**config.mk**
```make
export PLATFORM = sky130hd
export DESIGN_NAME = lbc_top
export DESIGN_NICKNAME = d
export VERILOG_FILES = /design/src/hw/lbc_pkg.sv /design/src/hw/lbc_watchdog.sv /design/src/hw/lbc_early_cmd.sv /design/src/hw/lbc_top.sv
export SDC_FILE = /design/constraint.sdc
export NUM_CORES = 1
export LEC_CHECK = 0
export BUFFER_PORTS_ARGS = -buffer_cell sky130_fd_sc_hd__buf_2
export CORE_ASPECT_RATIO = 1.2
export CORE_UTILIZATION = 35
export CTS_CLUSTER_DIAMETER = 100
export CTS_CLUSTER_SIZE = 8
export DETAILED_ROUTE_END_ITERATION = 12
export GPL_TIMING_DRIVEN = 0
export SLEW_MARGIN = 20
export SYNTH_ARGS = -nofsm -noshare
export SYNTH_HDL_FRONTEND = slang
export SYNTH_SLANG_ARGS = --single-unit
```
**constraint.sdc**
```tcl
create_clock -name mclk_in -period 2.85 [get_ports mclk_in]
set_input_delay 0.57 -clock mclk_in [delete_from_list [all_inputs] [get_ports mclk_in]]
set_output_delay 0.57 -clock mclk_in [all_outputs]
set_load 0.02 [all_outputs]
```
**src/hw/lbc_pkg.sv**
```systemverilog
// Purpose: shared constants and carriers for the local bus control block
// Assumes: one 40 MHz board clock; cpu pins arrive synchronous to it
// Notes:   Operation list below; tags mark the logic that carries each out
//
// Operation
// RULE1: latch low address on strobe trailing edge
// RULE2: route address fields to io, rom, ram decoders
// RULE3: strobe restarts 10 ms watchdog; expiry flags timeout
// RULE4: optional link: timeout forces cpu ready high
// RULE5: timeout release raises hang-up interrupt when routed
// RULE6: common command active on read or write
// RULE7: io flag buffers status; io write strobe gated
// RULE8: memory flag inverts status; memory write gated
// RULE9: early commands only in memory cycles; bit0 selects
// RULE10: read or fetch registers early read
// RULE11: memory write registers early write command
// RULE12: strobe end sets done; done clears early commands
// RULE13: cpu wins ram; external waits for cpu end
// RULE14: external owner mode holds off cpu requests
// RULE15: request plus command sets sync and lock
// RULE16: owner flag set after p1, held by lock
// RULE17: external select after p2 gates external command
// RULE18: sync stage clears once controller acknowledges
// RULE19: master drops command before dropping request
// RULE20: lock, owner, select release on successive edges
// RULE21: cpu access passes commands, acks, aborts sync
// RULE22: pending external request restarts after cpu access
// RULE23: reset clears all arbiter and early registers
package lbc_pkg;
    // ------------------------------------------------------------
    // timing
    // ------------------------------------------------------------
    localparam int unsigned CLK_HZ = 40_000_000;
    localparam int unsigned TMO_MS = 10;
    localparam int unsigned TMO_CYC = (CLK_HZ / 1000) * TMO_MS;
    // ------------------------------------------------------------
    // address field positions
    // ------------------------------------------------------------
    localparam int unsigned IO_DEC_LSB = 2;
    localparam int unsigned IO_DEC_MSB = 7;
    localparam int unsigned ROM_DEC_LSB = 10;
    localparam int unsigned RAM_DEC_LSB = 13;
    localparam int unsigned ADDR_MSB = 15;
    // ------------------------------------------------------------
    // reset values
    // ------------------------------------------------------------
    localparam logic RST_FLAG = 1'b0;
    localparam logic [7:0] RST_ADDR = 8'h00;
    // ------------------------------------------------------------
    // carriers
    // ------------------------------------------------------------
    typedef struct packed {
        logic iom;        // high for io cycles
        logic status_bit_one;
        logic status_bit_zero;
        logic rd_n;
        logic wr_n;
    } lbc_cpu_t;
    typedef struct packed {
        logic ext_ram_request_n;
        logic ext_ram_read_n;
        logic ext_ram_write_n;
    } lbc_ext_t;
    typedef struct packed {
        logic early_read_cmd_n;
        logic early_write_cmd_n;
    } lbc_early_t;
endpackage

```
**src/hw/lbc_watchdog.sv**
```systemverilog
// Purpose: retriggerable bus timeout watchdog
// Assumes: ale_rise_in is a one-cycle pulse
// Notes:   counter saturates so the timeout stays up until retriggered
module lbc_watchdog #(
    parameter int unsigned TIMEOUT_CYCLES = lbc_pkg::TMO_CYC
) (
    // clock and reset
    input wire logic mclk_in,
    input wire logic rst_in,
    // events and options
    input wire logic ale_rise_in,
    input wire logic irq_route_en_in,
    // results
    output logic bus_timeout_out,
    output logic hang_irq_out
);
    localparam int unsigned CW = $clog2(TIMEOUT_CYCLES + 1);
    localparam logic [CW-1:0] LIMIT = CW'(TIMEOUT_CYCLES);
    logic [CW-1:0] cnt_q, cnt_d;
    logic tmo_q, tmo_d, irq_q, irq_d;

    // restart on every strobe, saturate at the limit
    always_comb begin
        cnt_d = cnt_q;
        if (ale_rise_in) begin
            cnt_d = '0;                               // [RULE3]
        end else if (cnt_q != LIMIT) begin
            cnt_d = cnt_q + 1'b1;
        end
        tmo_d = (cnt_d == LIMIT);                     // [RULE3]
        // active-high timeout falls when a strobe ends the hang-up
        irq_d = irq_route_en_in & tmo_q & ~tmo_d;     // [RULE5]
    end

    always_ff @(posedge mclk_in or posedge rst_in) begin
        if (rst_in) begin
            cnt_q <= '0;
            tmo_q <= lbc_pkg::RST_FLAG;
            irq_q <= lbc_pkg::RST_FLAG;
        end else begin
            cnt_q <= cnt_d;
            tmo_q <= tmo_d;
            irq_q <= irq_d;
        end
    end

    assign bus_timeout_out = tmo_q;
    assign hang_irq_out = irq_q;
endmodule // lbc_watchdog

```
**src/hw/lbc_early_cmd.sv**
```systemverilog
// Purpose: low address latch and early memory command generation
// Assumes: strobe edges come in as one-cycle pulses from the top
// Notes:   early commands are ahead of the cpu strobes by one state
module lbc_early_cmd (
    // clock and reset
    input wire logic mclk_in,
    input wire logic rst_in,
    // cpu side
    input wire logic ale_in,
    input wire logic ale_fall_in,
    input wire logic ale_rise_in,
    input wire logic [7:0] ad_in,
    input wire lbc_pkg::lbc_cpu_t cpu_in,
    // results
    output logic [7:0] addr_lo_out,
    output lbc_pkg::lbc_early_t early_out
);
    logic [7:0] lat_q, lat_d;
    logic rd_q, rd_d, wr_q, wr_d, done_q, done_d, cmd_n_q;

    // transparent while strobe high, frozen from its trailing edge
    always_comb begin
        lat_d = ale_in ? ad_in : lat_q;               // [RULE1]
        // set wins over the strobe clear so no completion is lost
        done_d = (cpu_in.rd_n & cpu_in.wr_n & ~cmd_n_q)
               | (done_q & ~ale_rise_in);             // [RULE12]
        rd_d = rd_q;
        wr_d = wr_q;
        if (done_q) begin
            rd_d = 1'b0;                              // [RULE12]
            wr_d = 1'b0;
        end else if (ale_fall_in && !cpu_in.iom) begin // [RULE9]
            rd_d = cpu_in.status_bit_one;             // [RULE10]
            wr_d = cpu_in.status_bit_zero ? ~cpu_in.status_bit_one
                                          : 1'b0;     // [RULE11]
        end
    end

    always_ff @(posedge mclk_in or posedge rst_in) begin
        if (rst_in) begin
            lat_q <= lbc_pkg::RST_ADDR;
            rd_q <= lbc_pkg::RST_FLAG;                // [RULE23]
            wr_q <= lbc_pkg::RST_FLAG;
            done_q <= lbc_pkg::RST_FLAG;
            cmd_n_q <= 1'b1;
        end else begin
            lat_q <= lat_d;
            rd_q <= rd_d;
            wr_q <= wr_d;
            done_q <= done_d;
            cmd_n_q <= cpu_in.rd_n & cpu_in.wr_n;
        end
    end

    assign addr_lo_out = lat_q;
    assign early_out.early_read_cmd_n = ~rd_q;
    assign early_out.early_write_cmd_n = ~wr_q;
endmodule // lbc_early_cmd

```
**src/hw/lbc_top.sv**
```systemverilog
// Purpose: cpu-side local bus control and dual-port ram arbitration
// Assumes: external master keeps request up until its command drops
// Notes:   the cpu always wins a same-cycle contest for the ram
module lbc_top #(
    parameter int unsigned TIMEOUT_CYCLES = lbc_pkg::TMO_CYC
) (
    // clock and reset
    input wire logic mclk_in,
    input wire logic rst_in,
    // cpu bus
    input wire logic ale_in,
    input wire logic [7:0] ad_in,
    input wire logic [7:0] addr_hi_in,
    input wire lbc_pkg::lbc_cpu_t cpu_in,
    input wire logic local_ram_request_in,
    input wire logic mem_ready_in,
    // option links
    input wire logic ready_link_en_in,
    input wire logic irq_route_en_in,
    // decoder feeds
    output logic [7:0] addr_lo_out,
    output logic [5:0] io_dec_addr_out,
    output logic [5:0] rom_dec_addr_out,
    output logic [2:0] ram_dec_addr_out,
    // read and write strobes
    output logic command_n_out,
    output logic io_cycle_out,
    output logic io_write_strobe_n_out,
    output logic mem_cycle_out,
    output logic memory_write_strobe_n_out,
    output logic memory_read_strobe_n_out,
    output lbc_pkg::lbc_early_t early_out,
    // watchdog
    output logic bus_timeout_out,
    output logic hang_irq_out,
    output logic cpu_ready_out,
    // external master port
    input wire lbc_pkg::lbc_ext_t ext_in,
    output logic bus_transfer_ack_n_out,
    output logic ext_owner_out,
    // ram controller
    input wire logic ram_early_ack_n_in,
    input wire logic ram_transfer_ack_n_in,
    output logic ctrl_port_select_n_out,
    output logic external_select_n_out,
    output logic ram_read_n_out,
    output logic ram_write_n_out,
    output logic cpu_ram_ack_n_out
);
    // ------------------------------------------------------------
    // strobe edges
    // ------------------------------------------------------------
    logic ale_q, ale_fall, ale_rise;
    logic [15:0] addr;

    always_ff @(posedge mclk_in or posedge rst_in) begin
        if (rst_in) begin
            ale_q <= lbc_pkg::RST_FLAG;
        end else begin
            ale_q <= ale_in;
        end
    end

    assign ale_fall = ale_q & ~ale_in;
    assign ale_rise = ~ale_q & ale_in;

    // ------------------------------------------------------------
    // latch, early commands, watchdog
    // ------------------------------------------------------------
    lbc_early_cmd u_early (
        .mclk_in(mclk_in),
        .rst_in(rst_in),
        .ale_in(ale_in),
        .ale_fall_in(ale_fall),
        .ale_rise_in(ale_rise),
        .ad_in(ad_in),
        .cpu_in(cpu_in),
        .addr_lo_out(addr_lo_out),
        .early_out(early_out)
    );

    lbc_watchdog #(
        .TIMEOUT_CYCLES(TIMEOUT_CYCLES)
    ) u_wdog (
        .mclk_in(mclk_in),
        .rst_in(rst_in),
        .ale_rise_in(ale_rise),
        .irq_route_en_in(irq_route_en_in),
        .bus_timeout_out(bus_timeout_out),
        .hang_irq_out(hang_irq_out)
    );

    // ------------------------------------------------------------
    // decoder routing and strobes
    // ------------------------------------------------------------
    // io field comes off the low latch; rom and ram fields come straight from addr_hi_in
    assign addr = {addr_hi_in, addr_lo_out};
    assign io_dec_addr_out = addr[lbc_pkg::IO_DEC_MSB:lbc_pkg::IO_DEC_LSB]; // [RULE2]
    assign rom_dec_addr_out = addr[lbc_pkg::ADDR_MSB:lbc_pkg::ROM_DEC_LSB]; // [RULE2]
    assign ram_dec_addr_out = addr[lbc_pkg::ADDR_MSB:lbc_pkg::RAM_DEC_LSB]; // [RULE2]

    // plain gating of the cpu status pins
    assign command_n_out = cpu_in.rd_n & cpu_in.wr_n;                  // [RULE6]
    assign io_cycle_out = cpu_in.iom;                                  // [RULE7]
    assign io_write_strobe_n_out = ~(cpu_in.iom & ~cpu_in.wr_n);       // [RULE7]
    assign mem_cycle_out = ~cpu_in.iom;                                // [RULE8]
    assign memory_write_strobe_n_out = ~(~cpu_in.iom & ~cpu_in.wr_n);  // [RULE8]
    assign memory_read_strobe_n_out = ~(~cpu_in.iom & ~cpu_in.rd_n);

    // timeout releases a cpu parked in wait states, if linked
    assign cpu_ready_out = mem_ready_in
                         | (ready_link_en_in & bus_timeout_out);       // [RULE4]

    // ------------------------------------------------------------
    // dual-port arbiter
    // ------------------------------------------------------------
    logic sync_q, sync_d, lock_q, lock_d;
    logic owner_q, owner_d, sel_q, sel_d;
    logic ext_cmd, ext_go, cpu_active, ram_ack;

    assign ext_cmd = ~ext_in.ext_ram_read_n | ~ext_in.ext_ram_write_n;
    assign ext_go = ~ext_in.ext_ram_request_n & ext_cmd;
    // cpu holds the ram unless the external side already owns it
    assign cpu_active = local_ram_request_in & ~owner_q;               // [RULE13] [RULE14]
    assign ram_ack = ~ram_early_ack_n_in;

    // next state of the four arbiter stages
    always_comb begin
        sync_d = sync_q;
        if (cpu_active) begin
            sync_d = 1'b0;                            // [RULE13] [RULE21]
        end else if (ext_go && !owner_q && !sel_q) begin
            sync_d = 1'b1;                            // [RULE15] [RULE22]
        end else if (sel_q && ram_ack) begin
            sync_d = 1'b0;                            // [RULE18]
        end
        // lock only survives while a sync or owner cycle is live
        lock_d = ext_cmd & ((ext_go & ~cpu_active & ~owner_q & ~sel_q)
               | (lock_q & (sync_q | owner_q)));      // [RULE15] [RULE20]
        // owner sets one period after sync, then lock keeps it
        owner_d = (sync_q & lock_q & ~cpu_active)
                | (owner_q & lock_q);                 // [RULE16] [RULE20]
        sel_d = owner_q;                              // [RULE17] [RULE20]
    end

    always_ff @(posedge mclk_in or posedge rst_in) begin
        if (rst_in) begin
            sync_q <= lbc_pkg::RST_FLAG;              // [RULE23]
            lock_q <= lbc_pkg::RST_FLAG;
            owner_q <= lbc_pkg::RST_FLAG;
            sel_q <= lbc_pkg::RST_FLAG;
        end else begin
            sync_q <= sync_d;
            lock_q <= lock_d;
            owner_q <= owner_d;
            sel_q <= sel_d;
        end
    end

    // ------------------------------------------------------------
    // ram controller steering
    // ------------------------------------------------------------
    // the master can only misbehave by dropping request first; the
    // lock watches the command alone so that order is harmless
    always_comb begin
        ram_read_n_out = 1'b1;
        ram_write_n_out = 1'b1;
        if (sel_q) begin
            ram_read_n_out = ext_in.ext_ram_read_n;                  // [RULE17]
            ram_write_n_out = ext_in.ext_ram_write_n;                // [RULE17] [RULE19]
        end else if (cpu_active) begin
            ram_read_n_out = early_out.early_read_cmd_n;             // [RULE21]
            ram_write_n_out = memory_write_strobe_n_out;             // [RULE21]
        end
    end

    assign ctrl_port_select_n_out = ~(sel_q | cpu_active);           // [RULE17]
    assign external_select_n_out = ~sel_q;
    assign ext_owner_out = owner_q;
    assign cpu_ram_ack_n_out = ~(cpu_active & ~sel_q & ram_ack);     // [RULE21]
    assign bus_transfer_ack_n_out = ~(sel_q & ~ram_transfer_ack_n_in);
endmodule // lbc_top

```
== Word level (Yosys, flattened, before mapping) ==
Cells that the tools add are included.

* Word-level logic and storage cells: 95
* Input port bits: 33
* Bits in registers: 38

* Bitwise operators: 56
* Add/sub/neg operators: 1
* Reductions and logical operators: 9
* Muxes and demuxes: 14
* Equality and inequality tests: 2

{| class="wikitable"
|+ Operators with widths
! kind !! count
|-
| $mux W19 || 2
|-
| $not A1 Y1 || 25
|-
| $and A1 B1 Y1 || 24
|-
| $add A19 B1 Y19 const B || 1
|-
| $eq A19 B19 Y1 const B || 1
|-
| $ne A19 B19 Y1 const B || 1
|-
| $mux W1 || 12
|-
| $or A1 B1 Y1 || 7
|-
| $logic_and A1 B1 Y1 || 4
|-
| $logic_not A1 Y1 || 3
|-
| $reduce_bool A3 Y1 || 1
|-
| $reduce_bool A2 Y1 || 1
|}

== Depth between registers and ports, before layout ==
* Depth after elaboration: 8
* Depth in mapped cells: 7
* Depth with buffers taken out: 7

== Modules after synthesis ==
From an unflattened synthesis, not the netlist that was laid out.

* Cell total of the unflattened synthesis: 232
* Area total of the unflattened synthesis: 2,292.2 µm²

{| class="wikitable"
|+ By module, submodules not included
! module !! times used !! cells each !! area an instance (µm²) !! seq. area each (µm²)
|-
| lbc_watchdog || 1 || 149 || 1,366.3 || 525.5
|-
| lbc_early_cmd || 1 || 35 || 505.5 || 301.5
|-
| lbc_top || 1 || 48 || 420.4 || 125.1
|}

== Least setup slack after synthesis ==
Ideal clock, no wire load.

* Path type: register to register
* Start: register u_wdog.cnt_q[0]
* End: register u_wdog.irq_q, in the netlist u_wdog.hang_irq_out
* Clock period less this slack: 2,034 ps
* Path buffers: 0
* Slack: 816 ps
* Stages on the path, launching flop included: 8
* Data required time: 2,723 ps
* Arrival time: 1,907 ps
* Cell sequence: dfrtp_1 -> ha_1 -> nand4_1 -> nor4_1 -> xnor2_1 -> o2111ai_1 -> nor4_2 -> nor2_1

* Cells in the longest elaborated chain, start to end: 6
* Elaborated cells on any way between the ends: 7
* Classes of those cells: add/sub: 1; eq/ne: 2; mux: 2; bitwise: 2

{| class="wikitable"
|+ Ends and longest elaborated chain
! item !! line !! text
|-
| start, declared || lbc_watchdog.sv:19 || <nowiki>logic [CW-1:0] cnt_q, cnt_d;</nowiki>
|-
| start signal, assigned || lbc_watchdog.sv:41 || <nowiki>cnt_q <= cnt_d;</nowiki>
|-
| $add A19 B1 Y19 or $ne A19 B19 Y1 (tied branches) || lbc_watchdog.sv:28, lbc_watchdog.sv:27 ||
|-
| $mux W19 (*) || lbc_watchdog.sv:27 || <nowiki>end else if (cnt_q != LIMIT) begin</nowiki>
|-
| $mux W19 (*) || lbc_watchdog.sv:25 || <nowiki>if (ale_rise_in) begin</nowiki>
|-
| $eq A19 B19 Y1 (*) || lbc_watchdog.sv:30 || <nowiki>tmo_d = (cnt_d == LIMIT);</nowiki>
|-
| net u_wdog.tmo_d || lbc_watchdog.sv:20 || <nowiki>logic tmo_q, tmo_d, irq_q, irq_d;</nowiki>
|-
| $not A1 Y1 (*) || lbc_watchdog.sv:32 || <nowiki>irq_d = irq_route_en_in & tmo_q & ~tmo_d;</nowiki>
|-
| $and A1 B1 Y1 (*) || lbc_watchdog.sv:32 ||
|-
| net u_wdog.irq_d || lbc_watchdog.sv:20 ||
|-
| end signal, assigned || lbc_watchdog.sv:39 || <nowiki>irq_q <= lbc_pkg::RST_FLAG;</nowiki>
|-
| end signal, assigned || lbc_watchdog.sv:43 || <nowiki>irq_q <= irq_d;</nowiki>
|-
| end, declared || lbc_watchdog.sv:20 ||
|}

Mark *: on every way through the listed nets, which the timed path passes. The rest lies on a longest branch.
A chain may end at the register's enable or synchronous reset.

== Worst setup path after layout ==
* Start: register u_wdog.cnt_q[1]
* End: register u_wdog.irq_q, in the netlist u_wdog.hang_irq_out

* Cells in the longest elaborated chain, start to end: 6
* Elaborated cells on any way between the ends: 7
* Classes of those cells: add/sub: 1; eq/ne: 2; mux: 2; bitwise: 2

{| class="wikitable"
|+ Ends and longest elaborated chain
! item !! line
|-
| $add A19 B1 Y19 or $ne A19 B19 Y1 (tied branches) || lbc_watchdog.sv:28, lbc_watchdog.sv:27
|-
| $mux W19 (*) || lbc_watchdog.sv:27
|-
| $mux W19 (*) || lbc_watchdog.sv:25
|-
| net u_wdog.cnt_d[12] || lbc_watchdog.sv:19
|-
| $eq A19 B19 Y1 (*) || lbc_watchdog.sv:30
|-
| net u_wdog.tmo_d || lbc_watchdog.sv:20
|-
| $not A1 Y1 (*) || lbc_watchdog.sv:32
|-
| $and A1 B1 Y1 (*) || lbc_watchdog.sv:32
|-
| net u_wdog.irq_d || lbc_watchdog.sv:20
|}

Marks and branches as above.

==> impl_metrics.json <==
{
  "ant_nets": 0,
  "regArea_um2": 952,
  "yosys-top-cells-area": "dfrtp_1, buf_4, nor2_1",
  "tritoncts": "yes",
  "route.met3.wl_um": 284,
  "pre_cts_slack_ns": 0.307,
  "syn_nets": 264,
  "io_pins": 74,
  "worst_pin_slew_ns": 0.539,
  "setup_tns_ns": 0,
  "period_minus_slack_ns": 2.56,
  "gp_congestion": 0.814,
  "setup_viol": 0,
  "yosys_most_used_dff": "dfrtp_1",
  "worstPathArrival_ns": 2.72,
  "cts_sinks": 38,
  "floorplan.rows": 30,
  "num_vias": 1881,
  "netlist-cell-type-count": 47,
  "reg2reg_depth": 7,
  "cp_data_required_time_ns": 3.02,
  "ys_seq_elements": 38,
  "met2WireLength_mm": 2.28,
  "clock_latency_ns": 0.29,
  "yosys_warnings": 0,
  "period_share_pct": 89.7,
  "coreArea_um2": 5780,
  "cp-startpoint": "u_wdog.cnt_q[1]",
  "final_nets": 337,
  "grt_max_degree": 35,
  "routed_wl_mm": 4.72,
  "min_path_type": "primary input to async pin",
  "first_global_vias": 1752,
  "drc": 0,
  "drt-met1-wl_mm": 2.08,
  "worst_slack_ns": 0.295,
  "cts_buffers": 5,
  "grt_pass1_wl_mm": 7.60,
  "vdd_drop_max_v": 0.000235,
  "timing.rr.start": "u_wdog.cnt_q[1]",
  "synth_edf_count": 0,
  "n_antenna_cell": 0,
  "overflow": 0,
  "start_util_pct": 37.1,
  "layout-drive-gt1-share_pct": 36.6,
  "avgSynthCellArea_um2": 9.38,
  "die_w_um": 73.5,
  "maxSlewViolCount": 0,
  "outcome": "finished, final reports clean",
  "synth-compound-area-share_pct": 8.86,
  "drv_cap": 0,
  "syn_area_um2": 2150,
  "yosys.area_share.simple_pct": 24.1,
  "post_drt_wl_per_cell_um": 12.3,
  "netlist_instances": 229,
  "grt_usage_pct": 15.4,
  "clock_path_buffers": 2,
  "async_flop_share_pct": 100,
  "powerDensity_nw_per_um2": 481,
  "synthMuxAreaShare_pct": 6.12,
  "cts_resized": 0,
  "synth_fa_ha_area_share_pct": 1.17,
  "cts_max_level": 2,
  "dieArea_um2": 6450,
  "via_per_inst": 4.91,
  "p_leak_nw": 1.28,
  "synth_top_family_by_area": "simple AND/OR/NAND/NOR gates",
  "fin_worst_skew_ns": 0.00176,
  "final_common_cell": "buf_2",
  "layout-area-overhead-vs-synth_pct": 25.0,
  "worstPathMaxFanout": 8,
  "postCtsSetupBuffers": 0,
  "die_h_um": 87.8,
  "ys_seq_area_share_pct": 44.3,
  "synth_xor_area_share_pct": 5.71,
  "start_kind": "register",
  "max-slew-margin-rel_pct": 64.1,
  "dpl.hpwl_mm": 3.54,
  "synth_top_area_share_pct": 43.1,
  "rsz0062_at_grt": "no",
  "clk_pin_slew_worst_paths_ns": 0.07,
  "setup.worst_path.end_class": "register",
  "drt_iter0_markers": 92,
  "yosysTopAreaCell": "dfrtp_1",
  "fmax_mhz": 391,
  "drtPass1Iterations": 4,
  "criticalPathCategory": "register to register",
  "multi_input_area_um2": 987,
  "rrSetupSlack_ns": 0.29,
  "r2r_end": "u_wdog.hang_irq_out",
  "port_buffers": 65,
  "root_buffer": "clkbuf_8",
  "cp-endpoint": "u_wdog.hang_irq_out",
  "final_cell_mix": "buf_2, dfrtp_1, nor2_1",
  "hold_violations": 0,
  "fillers": 597,
  "antenna_found_initial": 0,
  "timing.hold.ws_ns": 0.146,
  "top_layer": "met4",
  "postCtsHoldBufs": 0
}
==> metal layers <==
metal	global-route usage (%)	vias to the layer above
li1	-	922
met1	17.6	878
met2	28.1	74
met3	2.76	7
met4	5.94	0
met5	0	-
==> report_power, final <==
part	switching, W	internal, W	total (W)
Sequential	0.0000409	0.000580	0.000621
Clock	0.000183	0.000195	0.000378
Combinational	0.000173	0.000119	0.000292
==> critical path, cell delays in order (launching register included) <==
cell and delay, ns:
dfrtp_1 0.48, ha_1 0.32, nand4_1 0.32, nor3_1 0.45, mux2i_1 0.29, o211ai_1 0.17
nor4_2 0.33, nor2_1 0.08
==> synth_stat cells, types with 5 or more instances <==
cell / number
dfrtp_1: 37
nor2_1: 29
buf_4: 16
inv_1: 15
nand2_1: 14
mux2_2: 9
nand4_1: 9
o21ai_0: 8
xor2_1: 8
nand3_1: 7
nor4_1: 6
xnor2_1: 6
a21oi_1: 5
nand2b_1: 5
==> final cells by class <==
cell class / instances / area share [%]
clock inverter: 1 / 0.186
clock buffer: 7 / 3.22
timing repair buffer: 66 / 12.9
multi-input combinational: 153 / 36.8
inverter: 15 / 2.10
buffer: 23 / 5.64
sequential: 38 / 35.5
tap: 80 / 3.73
==> cell families (layout without fill, tap and decap cells) <==
group,Yosys count,in the layout
flops,38,38
xor+xnor,14,14
buf+inv,38,112
compound gates,30,30
fa+ha+maj,2,2
simple gates,95,95
mux,12,12
==> per-stage QoR <==
step	total power (W)	instance area, µm²	util, %	cells
final	0.00129	2680	46.4	383
after global routing	0.00137	2680	46.4	383
after CTS	0.00131	2680	46.4	383
after detailed placement	0.000925	2590	44.8	375
after global placement	0.000916	2570	44.5	374
after floorplan	0.000826	2150	-	229
==> state kept, by name (all words and copies together), names as in the netlist <==
name and count:
u_wdog.cnt_q 19, u_early.addr_lo_out 8, ale_q 1, ext_owner_out 1
lock_q 1, sel_q 1, sync_q 1, u_early.cmd_n_q 1
u_early.done_q 1, u_early.rd_q 1, u_early.wr_q 1, u_wdog.bus_timeout_out 1
u_wdog.hang_irq_out 1
==> worst min path at each step <==
stage,from,end,slack (ns),cells after the start
finish,rst_in,u_early.addr_lo_out[5],0.15,2
global route,rst_in,u_early.addr_lo_out[5],0.15,2
CTS,rst_in,u_early.addr_lo_out[5],0.13,2
detailed placement,rst_in,u_early.addr_lo_out[5],0.45,2
global placement,u_early.done_q,u_early.rd_q,0.45,1
floorplan,u_early.done_q,u_early.rd_q,0.43,1
Note: power is estimated with default switching activity, not from simulation.
